File: src/design/status_poll_map.svh
// Purpose: named numbers for the status poll responder
// Assumes: included by bare name
// Notes:   octet indices count from 0 (octet 1 is index 0)
`ifndef STATUS_POLL_MAP_SVH
`define STATUS_POLL_MAP_SVH
`define ID_POLL      8'h0B
`define ID_FULL_POLL 8'h0C
`define ID_MAINT     8'h89
`define ID_SNR_OK    8'h8B
`define ID_NET_REC   8'h8C
`define ID_CUST_REC  8'h8D
`define ID_REQ_LO    8'h02
`define ID_REQ_HI    8'h0C
`define SNR_NA       8'h7F
`define SNR_MAX      9'sh07E
`define ATT_NA       8'h80
`define SNR_RND      11'sh003
`define SNR_FRAC     2
`define SNR_OK_LEN   4'h4
`define REC_LEN      4'hC
`define MAINT_LEN    4'h1
`define MSG_SNR      0
`define MSG_NET      1
`define MSG_CUST     2
`define MSG_MAINT    3
`define MASK_SNR     4'h1
`define MASK_FULL    4'hE
`define TK_ES        0
`define TK_SES       1
`define TK_CRC       2
`define TK_SYNC_WORD_LOSS      3
`define TK_UAS       4
`define FIFO_W       9
`define FIFO_DEPTH   8
`endif

File: src/design/status_poll_pkg.sv
// Purpose: types shared by the status poll responder
// Assumes: nothing
// Notes:   snr_qdb is quarter-dB fixed point
package status_poll_pkg;
  typedef logic [7:0] octet_t;
  typedef logic [11:0][7:0] msg_t;
  typedef enum logic [3:0] {
    ST_IDLE = 4'b0001,
    ST_LOAD = 4'b0010,
    ST_EMIT = 4'b0100
  } state_e;
  typedef struct packed {
    logic               pbo_sel;
    logic               dev_fault;
    logic               dc_fault;
    logic               snr_alarm;
    logic               att_alarm;
    logic               sync_word_loss_fail;
    logic               snr_avail;
    logic signed [9:0]  snr_qdb;
    logic               att_avail;
    logic signed [7:0]  att_db;
    logic [3:0]         pbo_base;
    logic               pbo_ext;
  } side_status_s;
endpackage

File: src/design/perf_if.sv
// Purpose: counter values and delivery clears of one side
// Assumes: one clock domain
// Notes:   cnt side owns the counters, rd side reads them
`timescale 1ns/100ps
interface perf_if;
  logic [7:0]  es;
  logic [7:0]  severely_errored_seconds;
  logic [15:0] crc;
  logic [7:0]  sync_word_loss;
  logic [7:0]  unavailable_seconds;
  logic        ovf_line;
  logic        rst_line;
  logic        ovf_cust;
  logic        rst_cust;
  logic        clr_line;
  logic        clr_cust;
  modport cnt (output es, severely_errored_seconds, crc, sync_word_loss, unavailable_seconds, ovf_line, rst_line, ovf_cust, rst_cust,
               input clr_line, clr_cust);
  modport rd  (input es, severely_errored_seconds, crc, sync_word_loss, unavailable_seconds, ovf_line, rst_line, ovf_cust, rst_cust,
               output clr_line, clr_cust);
endinterface

File: src/design/octet_fifo.sv
// Purpose: small synchronous FIFO for reply octets
// Assumes: DEPTH is a power of two
// Notes:   in_ready low when full, out_valid low when empty
`timescale 1ns/100ps
module octet_fifo #(
  parameter int W     = 9,
  parameter int DEPTH = 8
) (
  // Clock and reset
  input  wire logic         mclk,
  input  wire logic         rst,
  // Fill side
  input  wire logic         in_valid,
  input  wire logic [W-1:0] in_data,
  output logic              in_ready,
  // Drain side
  output logic              out_valid,
  output logic [W-1:0]      out_data,
  input  wire logic         out_ready
);
  localparam int AW = $clog2(DEPTH);
  logic [W-1:0] mem [DEPTH];
  logic [AW:0]  wr_q;
  logic [AW:0]  rd_q;
  logic         full;
  logic         empty;

  assign empty     = (wr_q == rd_q);
  assign full      = (wr_q[AW] != rd_q[AW]) && (wr_q[AW-1:0] == rd_q[AW-1:0]);
  assign in_ready  = !full;
  assign out_valid = !empty;
  assign out_data  = mem[rd_q[AW-1:0]];

  always_ff @(posedge mclk) begin
    if (in_valid && !full) begin
      mem[wr_q[AW-1:0]] <= in_data;
    end
  end

  always_ff @(posedge mclk) begin
    if (rst) begin
      wr_q <= '0;
      rd_q <= '0;
    end else begin
      if (in_valid && !full) begin
        wr_q <= wr_q + (AW+1)'(1);
      end
      if (out_ready && !empty) begin
        rd_q <= rd_q + (AW+1)'(1);
      end
    end
  end
endmodule

File: src/design/perf_counters.sv
// Purpose: wrapping performance counters of one side with overflow and reset flags
// Assumes: tick inputs are one-cycle pulses on mclk
// Notes:   a set in the same cycle as a delivery clear wins
`timescale 1ns/100ps
`include "status_poll_map.svh"
module perf_counters (
  // Clock and reset
  input  wire logic       mclk,
  input  wire logic       rst,
  // Events
  input  wire logic [4:0] tick,
  input  wire logic       clr_counts,
  // Values
  perf_if.cnt             p
);
  logic wrap;

  assign wrap = (tick[`TK_ES] && (&p.es)) || (tick[`TK_SES] && (&p.severely_errored_seconds)) ||
                (tick[`TK_CRC] && (&p.crc)) || (tick[`TK_SYNC_WORD_LOSS] && (&p.sync_word_loss)) ||
                (tick[`TK_UAS] && (&p.unavailable_seconds));

  always_ff @(posedge mclk) begin
    if (rst || clr_counts) begin
      p.es   <= '0;
      p.severely_errored_seconds  <= '0;
      p.crc  <= '0;
      p.sync_word_loss <= '0;
      p.unavailable_seconds  <= '0;
    end else begin
      p.es   <= p.es + 8'(tick[`TK_ES]);
      p.severely_errored_seconds  <= p.severely_errored_seconds + 8'(tick[`TK_SES]);
      p.crc  <= p.crc + 16'(tick[`TK_CRC]);
      p.sync_word_loss <= p.sync_word_loss + 8'(tick[`TK_SYNC_WORD_LOSS]);
      p.unavailable_seconds  <= p.unavailable_seconds + 8'(tick[`TK_UAS]);
    end
  end

  always_ff @(posedge mclk) begin
    if (rst) begin
      p.ovf_line <= 1'b0;
      p.ovf_cust <= 1'b0;
    end else begin
      p.ovf_line <= wrap || (p.ovf_line && !p.clr_line);
      p.ovf_cust <= wrap || (p.ovf_cust && !p.clr_cust);
    end
  end

  // Power-up counts as a counter reset
  always_ff @(posedge mclk) begin
    if (rst) begin
      p.rst_line <= 1'b1;
      p.rst_cust <= 1'b1;
    end else begin
      p.rst_line <= clr_counts || (p.rst_line && !p.clr_line);
      p.rst_cust <= clr_counts || (p.rst_cust && !p.clr_cust);
    end
  end

  ovf_set_a: assert property (
    @(posedge mclk) disable iff (rst) wrap |=> p.ovf_line && p.ovf_cust)
    else $error("counter wrap did not raise overflow flags");
  line_clear_a: assert property (
    @(posedge mclk) disable iff (rst) p.clr_line && !wrap && !clr_counts |=> !p.ovf_line && !p.rst_line)
    else $error("line-side flags not cleared on delivery");
  cust_clear_a: assert property (
    @(posedge mclk) disable iff (rst) p.clr_cust && !wrap && !clr_counts |=> !p.ovf_cust && !p.rst_cust)
    else $error("customer-side flags not cleared on delivery");
  reset_flag_a: assert property (
    @(posedge mclk) disable iff (rst) clr_counts |=> p.rst_line && p.rst_cust && p.crc == 16'h0000)
    else $error("counter reset not flagged");
endmodule

File: src/design/status_poll_responder.sv
// Purpose: answers status polls with octet streams of status messages
// Assumes: all inputs come from logic on mclk; requests arrive as single octets
// Notes:   maintenance reply carries its identifier only
`timescale 1ns/100ps
`include "status_poll_map.svh"

module status_poll_responder (
  // Clock and reset
  input  wire logic                          mclk,
  input  wire logic                          rst,
  // Request octets
  input  wire logic                          req_valid,
  input  wire logic [7:0]                    req_octet,
  input  wire logic                          req_from_cust,
  output logic                               req_ready,
  // Configuration
  input  wire logic                          unit_is_line_side,
  input  wire logic                          cust_flow_disabled,
  input  wire logic [1:0]                    loop_id,
  // Line status
  input  wire status_poll_pkg::side_status_s net_status,
  input  wire status_poll_pkg::side_status_s cust_status,
  input  wire logic                          maint_active,
  input  wire logic [4:0]                    net_ticks,
  input  wire logic [4:0]                    cust_ticks,
  input  wire logic                          counters_reset,
  // Reply octets
  output logic                               tx_valid,
  output logic [7:0]                         tx_octet,
  output logic                               tx_last,
  input  wire logic                          tx_ready
);
  import status_poll_pkg::*;

  state_e                   state_q;
  logic [3:0]               pend_q;
  logic [3:0]               idx_q;
  logic [3:0]               len_q;
  msg_t                     out_q;
  logic                     from_cust_q;
  logic                     req_ready_q;
  logic                     tx_valid_q;
  logic [7:0]               tx_octet_q;
  logic                     tx_last_q;
  side_status_s             st [2];
  logic [4:0]               ticks [2];
  msg_t                     rec [2];
  msg_t                     snap_q [2];
  msg_t                     snr_msg;
  logic [1:0]               alarm;
  logic [1:0]               changed;
  logic [1:0]               hit;
  logic [1:0]               sel;
  logic                     take;
  logic                     is_poll;
  logic                     is_full;
  logic                     suppress;
  logic                     take_poll;
  logic                     push;
  logic                     at_end;
  logic                     fifo_in_ready;
  logic                     fifo_out_valid;
  logic [`FIFO_W-1:0]       fifo_in_data;
  logic [`FIFO_W-1:0]       fifo_out_data;
  logic                     fifo_out_ready;

  function automatic octet_t snr_rnd(input logic avail, input logic signed [9:0] q);
    logic signed [10:0] s;
    logic signed [8:0]  r;
    s = {q[9], q} + `SNR_RND;
    r = 9'(s >>> `SNR_FRAC);
    if (!avail) begin
      return `SNR_NA;
    end
    if (r > `SNR_MAX) begin
      r = `SNR_MAX;
    end
    return r[7:0];
  endfunction

  assign st[0]    = net_status;
  assign st[1]    = cust_status;
  assign ticks[0] = net_ticks;
  assign ticks[1] = cust_ticks;

  perf_if pf [2] ();

  for (genvar g = 0; g < 2; g++) begin : g_side
    perf_counters u_cnt (
      .mclk       (mclk),
      .rst        (rst),
      .tick       (ticks[g]),
      .clr_counts (counters_reset),
      .p          (pf[g])
    );

    // Delivery clear acts in the capture cycle so a same-cycle wrap survives
    assign pf[g].clr_line = sel[g] && !from_cust_q;
    assign pf[g].clr_cust = sel[g] && from_cust_q;

    always_comb begin
      rec[g][0]  = (g == 0) ? `ID_NET_REC : `ID_CUST_REC;
      rec[g][1]  = {1'b0, st[g].pbo_sel, st[g].dev_fault, st[g].dc_fault,
                    st[g].snr_alarm, st[g].att_alarm, st[g].sync_word_loss_fail, 1'b0};
      rec[g][2]  = snr_rnd(st[g].snr_avail, st[g].snr_qdb);
      rec[g][3]  = st[g].att_avail ? st[g].att_db : `ATT_NA;
      rec[g][4]  = pf[g].es;
      rec[g][5]  = pf[g].severely_errored_seconds;
      rec[g][6]  = pf[g].crc[15:8];
      rec[g][7]  = pf[g].crc[7:0];
      rec[g][8]  = pf[g].sync_word_loss;
      rec[g][9]  = pf[g].unavailable_seconds;
      rec[g][10] = {pf[g].ovf_line, pf[g].rst_line, pf[g].ovf_cust, pf[g].rst_cust,
                    st[g].pbo_base};
      rec[g][11] = {st[g].pbo_ext, 5'h00, loop_id};
    end

    assign alarm[g]   = |rec[g][1][5:1];
    // SNR octet left out of the comparison
    assign changed[g] = {rec[g][11:3], rec[g][1:0]} != {snap_q[g][11:3], snap_q[g][1:0]};
  end

  always_comb begin
    snr_msg    = '0;
    snr_msg[0] = `ID_SNR_OK;
    snr_msg[1] = unit_is_line_side ? 8'h00 : rec[0][2];
    snr_msg[2] = unit_is_line_side ? rec[1][2] : 8'h00;
    snr_msg[3] = {6'h00, loop_id};
  end

  assign take      = req_valid && req_ready_q;
  assign is_poll   = (req_octet == `ID_POLL);
  assign is_full   = (req_octet == `ID_FULL_POLL);
  assign suppress  = !unit_is_line_side && cust_flow_disabled && req_from_cust &&
                     (req_octet >= `ID_REQ_LO) && (req_octet <= `ID_REQ_HI);
  assign take_poll = take && (is_poll || is_full) && !suppress;
  assign hit       = alarm | changed;
  assign sel[0]    = (state_q == ST_LOAD) && !pend_q[`MSG_SNR] && pend_q[`MSG_NET];
  assign sel[1]    = (state_q == ST_LOAD) && !pend_q[`MSG_SNR] && !pend_q[`MSG_NET] && pend_q[`MSG_CUST];
  assign push      = (state_q == ST_EMIT) && fifo_in_ready;
  assign at_end    = (idx_q == len_q - 4'h1);
  assign fifo_in_data = {at_end, out_q[idx_q]};

  // Sequencer
  always_ff @(posedge mclk) begin
    if (rst) begin
      state_q     <= ST_IDLE;
      pend_q      <= '0;
      idx_q       <= '0;
      from_cust_q <= 1'b0;
    end else begin
      unique case (state_q)
        ST_IDLE: begin
          if (take_poll) begin
            from_cust_q <= req_from_cust;
            state_q     <= ST_LOAD;
            if (is_full) begin
              pend_q <= `MASK_FULL;
            end else if ((|hit) || maint_active) begin
              pend_q <= {maint_active, hit, 1'b0};
            end else begin
              pend_q <= `MASK_SNR;
            end
          end
        end
        ST_LOAD: begin
          pend_q  <= pend_q & (pend_q - 4'h1);
          idx_q   <= '0;
          state_q <= ST_EMIT;
        end
        ST_EMIT: begin
          if (push) begin
            idx_q <= idx_q + 4'h1;
            if (at_end) begin
              state_q <= (pend_q == '0) ? ST_IDLE : ST_LOAD;
            end
          end
        end
      endcase
    end
  end

  // Message capture
  always_ff @(posedge mclk) begin
    if (rst) begin
      out_q <= '0;
      len_q <= `MAINT_LEN;
    end else if (state_q == ST_LOAD) begin
      if (pend_q[`MSG_SNR]) begin
        out_q <= snr_msg;
        len_q <= `SNR_OK_LEN;
      end else if (sel[0] || sel[1]) begin
        out_q <= sel[0] ? rec[0] : rec[1];
        len_q <= `REC_LEN;
      end else begin
        out_q    <= '0;
        out_q[0] <= `ID_MAINT;
        len_q    <= `MAINT_LEN;
      end
    end
  end

  // Last reported values
  always_ff @(posedge mclk) begin
    if (rst) begin
      snap_q[0] <= '0;
      snap_q[1] <= '0;
    end else begin
      for (int i = 0; i < 2; i++) begin
        if (sel[i]) begin
          snap_q[i] <= rec[i];
        end
      end
    end
  end

  always_ff @(posedge mclk) begin
    if (rst) begin
      req_ready_q <= 1'b1;
    end else if (take_poll) begin
      req_ready_q <= 1'b0;
    end else if (push && at_end && pend_q == '0) begin
      req_ready_q <= 1'b1;
    end
  end

  octet_fifo #(
    .W     (`FIFO_W),
    .DEPTH (`FIFO_DEPTH)
  ) u_fifo (
    .mclk      (mclk),
    .rst       (rst),
    .in_valid  (state_q == ST_EMIT),
    .in_data   (fifo_in_data),
    .in_ready  (fifo_in_ready),
    .out_valid (fifo_out_valid),
    .out_data  (fifo_out_data),
    .out_ready (fifo_out_ready)
  );

  // Output register stage
  assign fifo_out_ready = !tx_valid_q || tx_ready;

  always_ff @(posedge mclk) begin
    if (rst) begin
      tx_valid_q <= 1'b0;
      tx_octet_q <= 8'h00;
      tx_last_q  <= 1'b0;
    end else if (fifo_out_ready) begin
      tx_valid_q <= fifo_out_valid;
      if (fifo_out_valid) begin
        tx_octet_q <= fifo_out_data[7:0];
        tx_last_q  <= fifo_out_data[8];
      end
    end
  end

  assign req_ready = req_ready_q;
  assign tx_valid  = tx_valid_q;
  assign tx_octet  = tx_octet_q;
  assign tx_last   = tx_last_q;

  quiet_poll_a: assert property (
    @(posedge mclk) disable iff (rst)
    take_poll && is_poll && hit == 2'b00 && !maint_active |=> pend_q == `MASK_SNR ##1 out_q[0] == `ID_SNR_OK)
    else $error("quiet poll not answered by snr reply");
  full_poll_a: assert property (
    @(posedge mclk) disable iff (rst)
    take_poll && is_full |=> pend_q == `MASK_FULL ##1 out_q[0] == `ID_NET_REC && len_q == `REC_LEN)
    else $error("full poll did not start with network record");
  alarm_reply_a: assert property (
    @(posedge mclk) disable iff (rst) take_poll && is_poll && alarm[1] |=> pend_q[`MSG_CUST] && !pend_q[`MSG_SNR])
    else $error("active customer alarm not reported");
  change_reply_a: assert property (
    @(posedge mclk) disable iff (rst) take_poll && is_poll && changed[0] |=> pend_q[`MSG_NET])
    else $error("changed network values not reported");
  flow_block_a: assert property (
    @(posedge mclk) disable iff (rst) take && suppress |=> state_q == ST_IDLE && req_ready_q)
    else $error("request served while customer flow disabled");
  octet_order_a: assert property (
    @(posedge mclk) disable iff (rst) push && !at_end |=> idx_q == $past(idx_q) + 4'h1)
    else $error("reply octets skipped or repeated");
  rec_reserved_a: assert property (
    @(posedge mclk) disable iff (rst)
    state_q == ST_EMIT && len_q == `REC_LEN |-> out_q[1][7] == 1'b0 && out_q[1][0] == 1'b0 && out_q[11][6:2] == 5'h00)
    else $error("reserved record bits not zero");
  snr_side_a: assert property (
    @(posedge mclk) disable iff (rst)
    state_q == ST_LOAD && pend_q[`MSG_SNR] && unit_is_line_side |=> out_q[1] == 8'h00 && len_q == `SNR_OK_LEN)
    else $error("own-segment network margin not zero");
  snap_keep_a: assert property (
    @(posedge mclk) disable iff (rst) sel[0] |=> !changed[0] || $changed(rec[0]))
    else $error("snapshot not taken on delivery");

  quiet_poll_c: cover property (@(posedge mclk) disable iff (rst) take_poll && pend_q == '0 ##1 pend_q == `MASK_SNR);
  full_poll_c: cover property (@(posedge mclk) disable iff (rst) take_poll && is_full);
  two_rec_c: cover property (@(posedge mclk) disable iff (rst) take_poll && is_poll && hit == 2'b11);
  stall_c: cover property (@(posedge mclk) disable iff (rst) state_q == ST_EMIT && !fifo_in_ready);
endmodule

File: config.mk
export PLATFORM = sky130hd
export DESIGN_NAME = status_poll_responder
export DESIGN_NICKNAME = d
export VERILOG_FILES = /design/src/design/status_poll_pkg.sv /design/src/design/perf_if.sv /design/src/design/octet_fifo.sv /design/src/design/perf_counters.sv /design/src/design/status_poll_responder.sv
export VERILOG_INCLUDE_DIRS = /design/src /design/src/design
export SDC_FILE = /design/constraint.sdc
export NUM_CORES = 1
export LEC_CHECK = 0
export BUFFER_PORTS_ARGS = -buffer_cell sky130_fd_sc_hd__buf_4
export CORE_ASPECT_RATIO = 0.8
export CORE_MARGIN = 4
export CORE_UTILIZATION = 35
export CTS_CLUSTER_DIAMETER = 100
export DETAILED_ROUTE_END_ITERATION = 6
export GPL_TIMING_DRIVEN = 0
export PLACE_DENSITY = 0.55
export SYNTH_ARGS = -nofsm -noshare
export SYNTH_HDL_FRONTEND = slang
export SYNTH_SLANG_ARGS = --single-unit
File: constraint.sdc
create_clock -name mclk -period 3.43 [get_ports mclk]
set_input_delay 0.5145 -clock mclk [delete_from_list [all_inputs] [get_ports mclk]]
set_output_delay 0.5145 -clock mclk [all_outputs]
set_load 0.02 [all_outputs]
* Word-level counts from Yosys, hierarchy flattened
Memories as Yosys holds them, arrays and structs flattened. A register that Yosys moved wholly into a read port is not among the register bits.
Index checks and enable logic that the tools add are counted.
** Storage, ports and cells
- Bits in registers :: 227
- RAM bits :: 242
- Input bits :: 91
- Output and inout port bits :: 11
- Logic and storage cells :: 215
- Memories kept :: 2
** Memory list
- snap_q :: words 2, width 85, rd ports 2, clocked after memory_dff 0, wr ports 2, RTL line status_poll_responder.sv:48 : msg_t snap_q [2];
- u_fifo.mem :: words 8, width 9, rd ports 1, clocked after memory_dff 1, wr ports 1, RTL line octet_fifo.sv:22 : logic [W-1:0] mem [DEPTH];
** Cells by class
- Add/sub/neg operators :: 17
- Magnitude comparators :: 5
- Equality and inequality tests :: 14
- Multiplexer cells :: 40
- Bitwise operators :: 5
- Reduce and logical (&&, ||, !) cells :: 93
** Operators with widths (count)
- 96-bit two-way mux :: 3
- 88-bit != test :: 2
- 85-bit two-way mux :: 2
- 8-bit two-way mux :: 9
- 8-bit by 1-bit adder with 8-bit output :: 8
- 8-bit AND reduction :: 8
- 1-bit logical AND :: 38
- 4-bit two-way mux :: 9
- 16-bit by 1-bit adder with 16-bit output :: 2
- 8-bit binary-select mux with 4-bit select :: 1
- 16-bit AND reduction :: 2
- 10-bit by 3-bit adder with 11-bit output (second input constant) :: 2
- 1-bit logical OR :: 21
- 9-bit by 8-bit greater-than comparator with 1-bit output (second input constant) :: 2
- 8-bit by 4-bit equality test with 1-bit output (second input constant) :: 2
- 4-bit one-hot mux with 2 select lines :: 2
- 4-bit by 1-bit adder with 4-bit output (second input constant) :: 3
- 1-bit zero test :: 12
- 1-bit two-way mux :: 12
- 4-bit one-hot mux with 3 select lines :: 1
- 5-bit OR reduction :: 2
- 4-bit equality test :: 2
- 8-bit by 2-bit >= comparator with 1-bit output (second input constant) :: 1
- 8-bit by 4-bit less-or-equal comparator with 1-bit output (second input constant) :: 1
- 18 further kinds :: 27

* Logic depth before layout (Yosys ltp)
- Word-level depth :: 9
- Depth in mapped cells :: 9
- Mapped depth without buffers :: 8

* By module
Synthesis repeated with hierarchy kept, for this count alone.
** Second synthesis, totals
- Cells, all modules :: 1948
- Area total of the unflattened synthesis :: 21134.0 um2
** By module, submodules not included
- status_poll_responder :: instances 1, cells an instance 1294, area each 13332.8 um2, sequential area each 6686.4 um2
- octet_fifo :: instances 1, cells an instance 189, area each 3475.8 um2, sequential area each 2382.3 um2
- perf_counters (g_side[0].u_cnt) :: instances 1, cells an instance 233, area each 2163.3 um2, sequential area each 1041.0 um2
- perf_counters (g_side[1].u_cnt) :: instances 1, cells an instance 232, area each 2162.1 um2, sequential area each 1041.0 um2

* Worst setup path before layout
No wires, ideal clock.
- Path kind :: reg-to-reg
- Start :: register pend_q[0]
- End :: memory snap_q[0][18] in the netlist's numbering, enable pin
- Library setup time :: 0.446 ns
- Data arrival time :: 2.958 ns
- Required time :: 2.984 ns
- Slack :: 0.026 ns
- Cell stages (with the launch flop) :: 6
- Buffers on the path :: 2
- Clock period less this slack :: 3.404 ns
- Cells stage by stage :: dfxtp_1 -> buf_2 -> nor4b_2 -> nand2_1 -> clkbuf_1 -> nand2b_1
** RTL lines
- start: declaration :: RTL line status_poll_responder.sv:36 : logic [3:0] pend_q;
- start signal: assignment :: RTL line status_poll_responder.sv:158 : pend_q <= `MASK_FULL;
- start signal: assignment :: RTL line status_poll_responder.sv:160 : pend_q <= {maint_active, hit, 1'b0};
- start signal: assignment :: RTL line status_poll_responder.sv:162 : pend_q <= `MASK_SNR;
- end: declaration :: RTL line status_poll_responder.sv:48

==> run_results.csv <==
group,metric,value,unit
status,outcome,"complete, no violations",
timing,rsz0062_at_grt,"no",
job,drv_cap,0,
min_path,worstHoldPathType,"in -> reg",
timing,layout_min_cycle_time,3.34,ns
power_and_ir_drop,p_per_area,503,mW/mm^2
critical_path,critPathLaunchType,"register",
timing,whs,0.140,ns
yosys,synth_edf_count,220,
timing,setup_viol,0,
clock_network,clk_path_buf_depth,3,
yosys,ys_seq_area_share,54.4,%
final_layout,final.fill_count,5524,
timing,max_freq,299,MHz
yosys,syn_area,0.0204,mm^2
clock_network,path_clk_slew,0.07,ns
critical_path,path_max_fanout,10,
timing,final_max_slew_viol_count,0,
yosys,ys.warnings.count,0,
route,drc,0,
yosys,ys_async_sr_fraction,0,%
place,gp_congestion,0.902,
clock_network,clk_latency,0.61,ns
power_and_ir_drop,peakVddDrop,0.000354,V
yosys,synth_seq_cells,444,
floorplanning,start_util,35.6,%
yosys,synthCells,1895,
critical_path,arrival,3.80,ns
timing,fin_skew,0.0522,ns
floorplanning,die_area,0.0622,mm^2
timing,finalSetupTns,0,ns
global_routing,grt_pass1_vias,14439,
final_layout,post-route-util,41.7,%
yosys,synth_nets,2010,
final_layout,final_nets,2163,
yosys,synth_cell_type_count,76,
clock_network,cts_tree,"done",
global_routing,grt_max_degree,59,
route,via_per_inst,5.41,
yosys,synth.largest_area_cell,"edfxtp_1",
yosys,netlist_top_cells_count,"224 x dfxtp_1, 220 x edfxtp_1, 164 x nor2_1, 143 x nand2_1, 129 x and2_1",
final_layout,area_delta_synth_final,17.0,%
route,wl,66400,um
route,vias,15407,
power_and_ir_drop,leakage,8.66,nW
global_routing,grt_overflow,0,
route,drt-initial-drc-count,1380,
timing,slew_headroom,22.7,%
timing,hold_viol_final,0,
yosys,synth.most_common_cell,"dfxtp_1",
clock_network,cts.hold.buffers_added,0,
critical_path,cp-end-kind,"register",
clock_network,cts_made_buffers,49,
yosys,synthFlopType,"dfxtp_1",
clock_network,cts.repair.resized,0,
floorplanning,pin_count,102,
route,wl_per_cell,23.3,um
floorplanning,core_area,0.0572,mm^2
clock_network,clock-root-buffer,"clkbuf_16",
yosys,avgSynthCellArea,10.8,um^2
critical_path,worstSetupPathType,"reg -> reg",
clock_network,postCtsSetupRepairBufs,0,
route,antenna_left,0,
clock_network,h-tree-depth,2,
global_routing,grt_pass1_wl,96200,um
clock_network,cts.sinks,444,
critical_path,cp.required,3.89,ns
floorplanning,rows,78,
floorplanning,dieHeight,224,um
global_routing,grt_antenna_before_repair,3,
global_routing,grt_usage,20.6,%
place,io_buffers,100,
yosys,synth_area_leaders,"edfxtp_1 32%, dfxtp_1 22%, and2_1 4.0%",
timing,worst_pin_slew,1.16,ns
floorplanning,die-width,278,um
timing,fin_crit_sh,97.4,%
final_layout,drive_gt1_share,11.6,%
route,first_pass_iters,7,
place,dp_hpwl,50400,um
yosys,yosys.area.top_type_share,32.4,%
worst max-delay path, cell delays in order, from the launching register on:
cell      delay, ns
dfxtp_1        0.34
nor2_1         0.13
nand2_1        0.13
nor3_1         0.61
nand2b_1       0.13
clkbuf_1       0.24
inv_1          0.24
clkbuf_1       0.56
clkbuf_1       0.57
and2_1         0.22
power breakdown:
part           internal, mW  leakage (nW)  switching, mW
clock                  3.22         0.825           2.27
sequential             5.67          3.95         0.0851
combinational         0.286          3.88          0.444
state kept, by name, summed over array words and instances (netlist names), 4 cells and up:
signal and count:
snap_q 148, out_q 87, u_fifo.mem 72, g_side.u_cnt.p.crc 32
g_side.u_cnt.p.es 16, g_side.u_cnt.p.severely_errored_seconds 16, g_side.u_cnt.p.sync_word_loss 16, g_side.u_cnt.p.unavailable_seconds 16
tx_octet 8, idx_q 4, pend_q 4, u_fifo.rd_q 4
u_fifo.wr_q 4
cells by family after synthesis:
family | count (synthesis) | synth area share (%)
adders and majority gates | 24 | 1.47
DFF | 444 | 54.4
buffers and inverters | 151 | 2.84
xor gates and xnor gates | 171 | 7.35
and+or+nand+nor | 701 | 17.6
AOI/OAI and AO/OA | 295 | 8.96
muxes | 109 | 7.35
path summary, 6_finish.rpt:
path	startpoint	endpoint	slack [ns]	cells past startpoint
worst max-delay path	state_q[2]$_SDFFE_PP0P_	snap_q[0][7]$_SDFFCE_PP0P_	0.09	9
worst min-delay path	req_from_cust	from_cust_q$_SDFFE_PP0P_	0.14	3
worst max register to register	state_q[2]$_SDFFE_PP0P_	snap_q[0][7]$_SDFFCE_PP0P_	0.09	9
worst min register to register	out_q[71]$_SDFFE_PP0P_	out_q[71]$_SDFFE_PP0P_	0.45	2
per-layer routing:
metal  wire (um)  global-route usage (%)
met1       31400                    31.1
met3        5780                    4.40
met2       27800                    30.4
met4        1380                    4.63
met5           0                       0
per-stage QoR:
stage          worst slack, ns  std cells  instance area (um^2)  power [mW]
6_report                0.0896       2850                 23800        12.0
5_1_grt                 0.0323       2849                 23800        12.3
4_1_cts                  0.181       2849                 23800        12.1
3_5_place_dp           -0.0821       2757                 22200        6.59
3_3_place_gp             -1.68       2755                 22100        6.59
2_1_floorplan           0.0265       1895                 20400        6.22
cell type report:
type                            count  area [um^2]  share of cell area (%)
Antenna cell                        1         2.50                  0.0105
Buffer                            105          407                    1.71
Clock buffer                       70         1390                    5.82
Clock inverter                     22          287                    1.20
Inverter                           46          173                   0.725
Multi-Input combinational cell   1300         8730                    36.6
Sequential cell                   444        11100                    46.5
Tap cell                          760          951                    3.99
Timing Repair Buffer              102          806                    3.38
cells in the final DEF, fill, tap and decap left out, types with 12 or more instances in the layout:
master / netlist / routed
o22ai_1: 24 / 24
xnor2_1: 87 / 87
inv_1: 43 / 43
buf_4: 0 / 100
o21ai_1: 19 / 19
a211oi_1: 16 / 16
nor2_1: 164 / 164
nor3_1: 31 / 29
edfxtp_1: 220 / 220
a22oi_1: 12 / 12
o21ai_0: 97 / 97
nor2b_1: 31 / 31
xor2_1: 84 / 84
ha_1: 24 / 24
mux4_2: 32 / 32
and2_1: 129 / 129
clkbuf_1: 87 / 101
dfxtp_1: 224 / 224
nand3_1: 57 / 57
a21oi_1: 63 / 63
nand4_1: 32 / 32
clkbuf_16: 0 / 50
nand2_1: 143 / 143
or3_1: 25 / 25
and3_1: 28 / 28
nand2b_1: 20 / 18
nor4_1: 15 / 15
mux2i_1: 72 / 72
(Power assumes the default switching activity.)
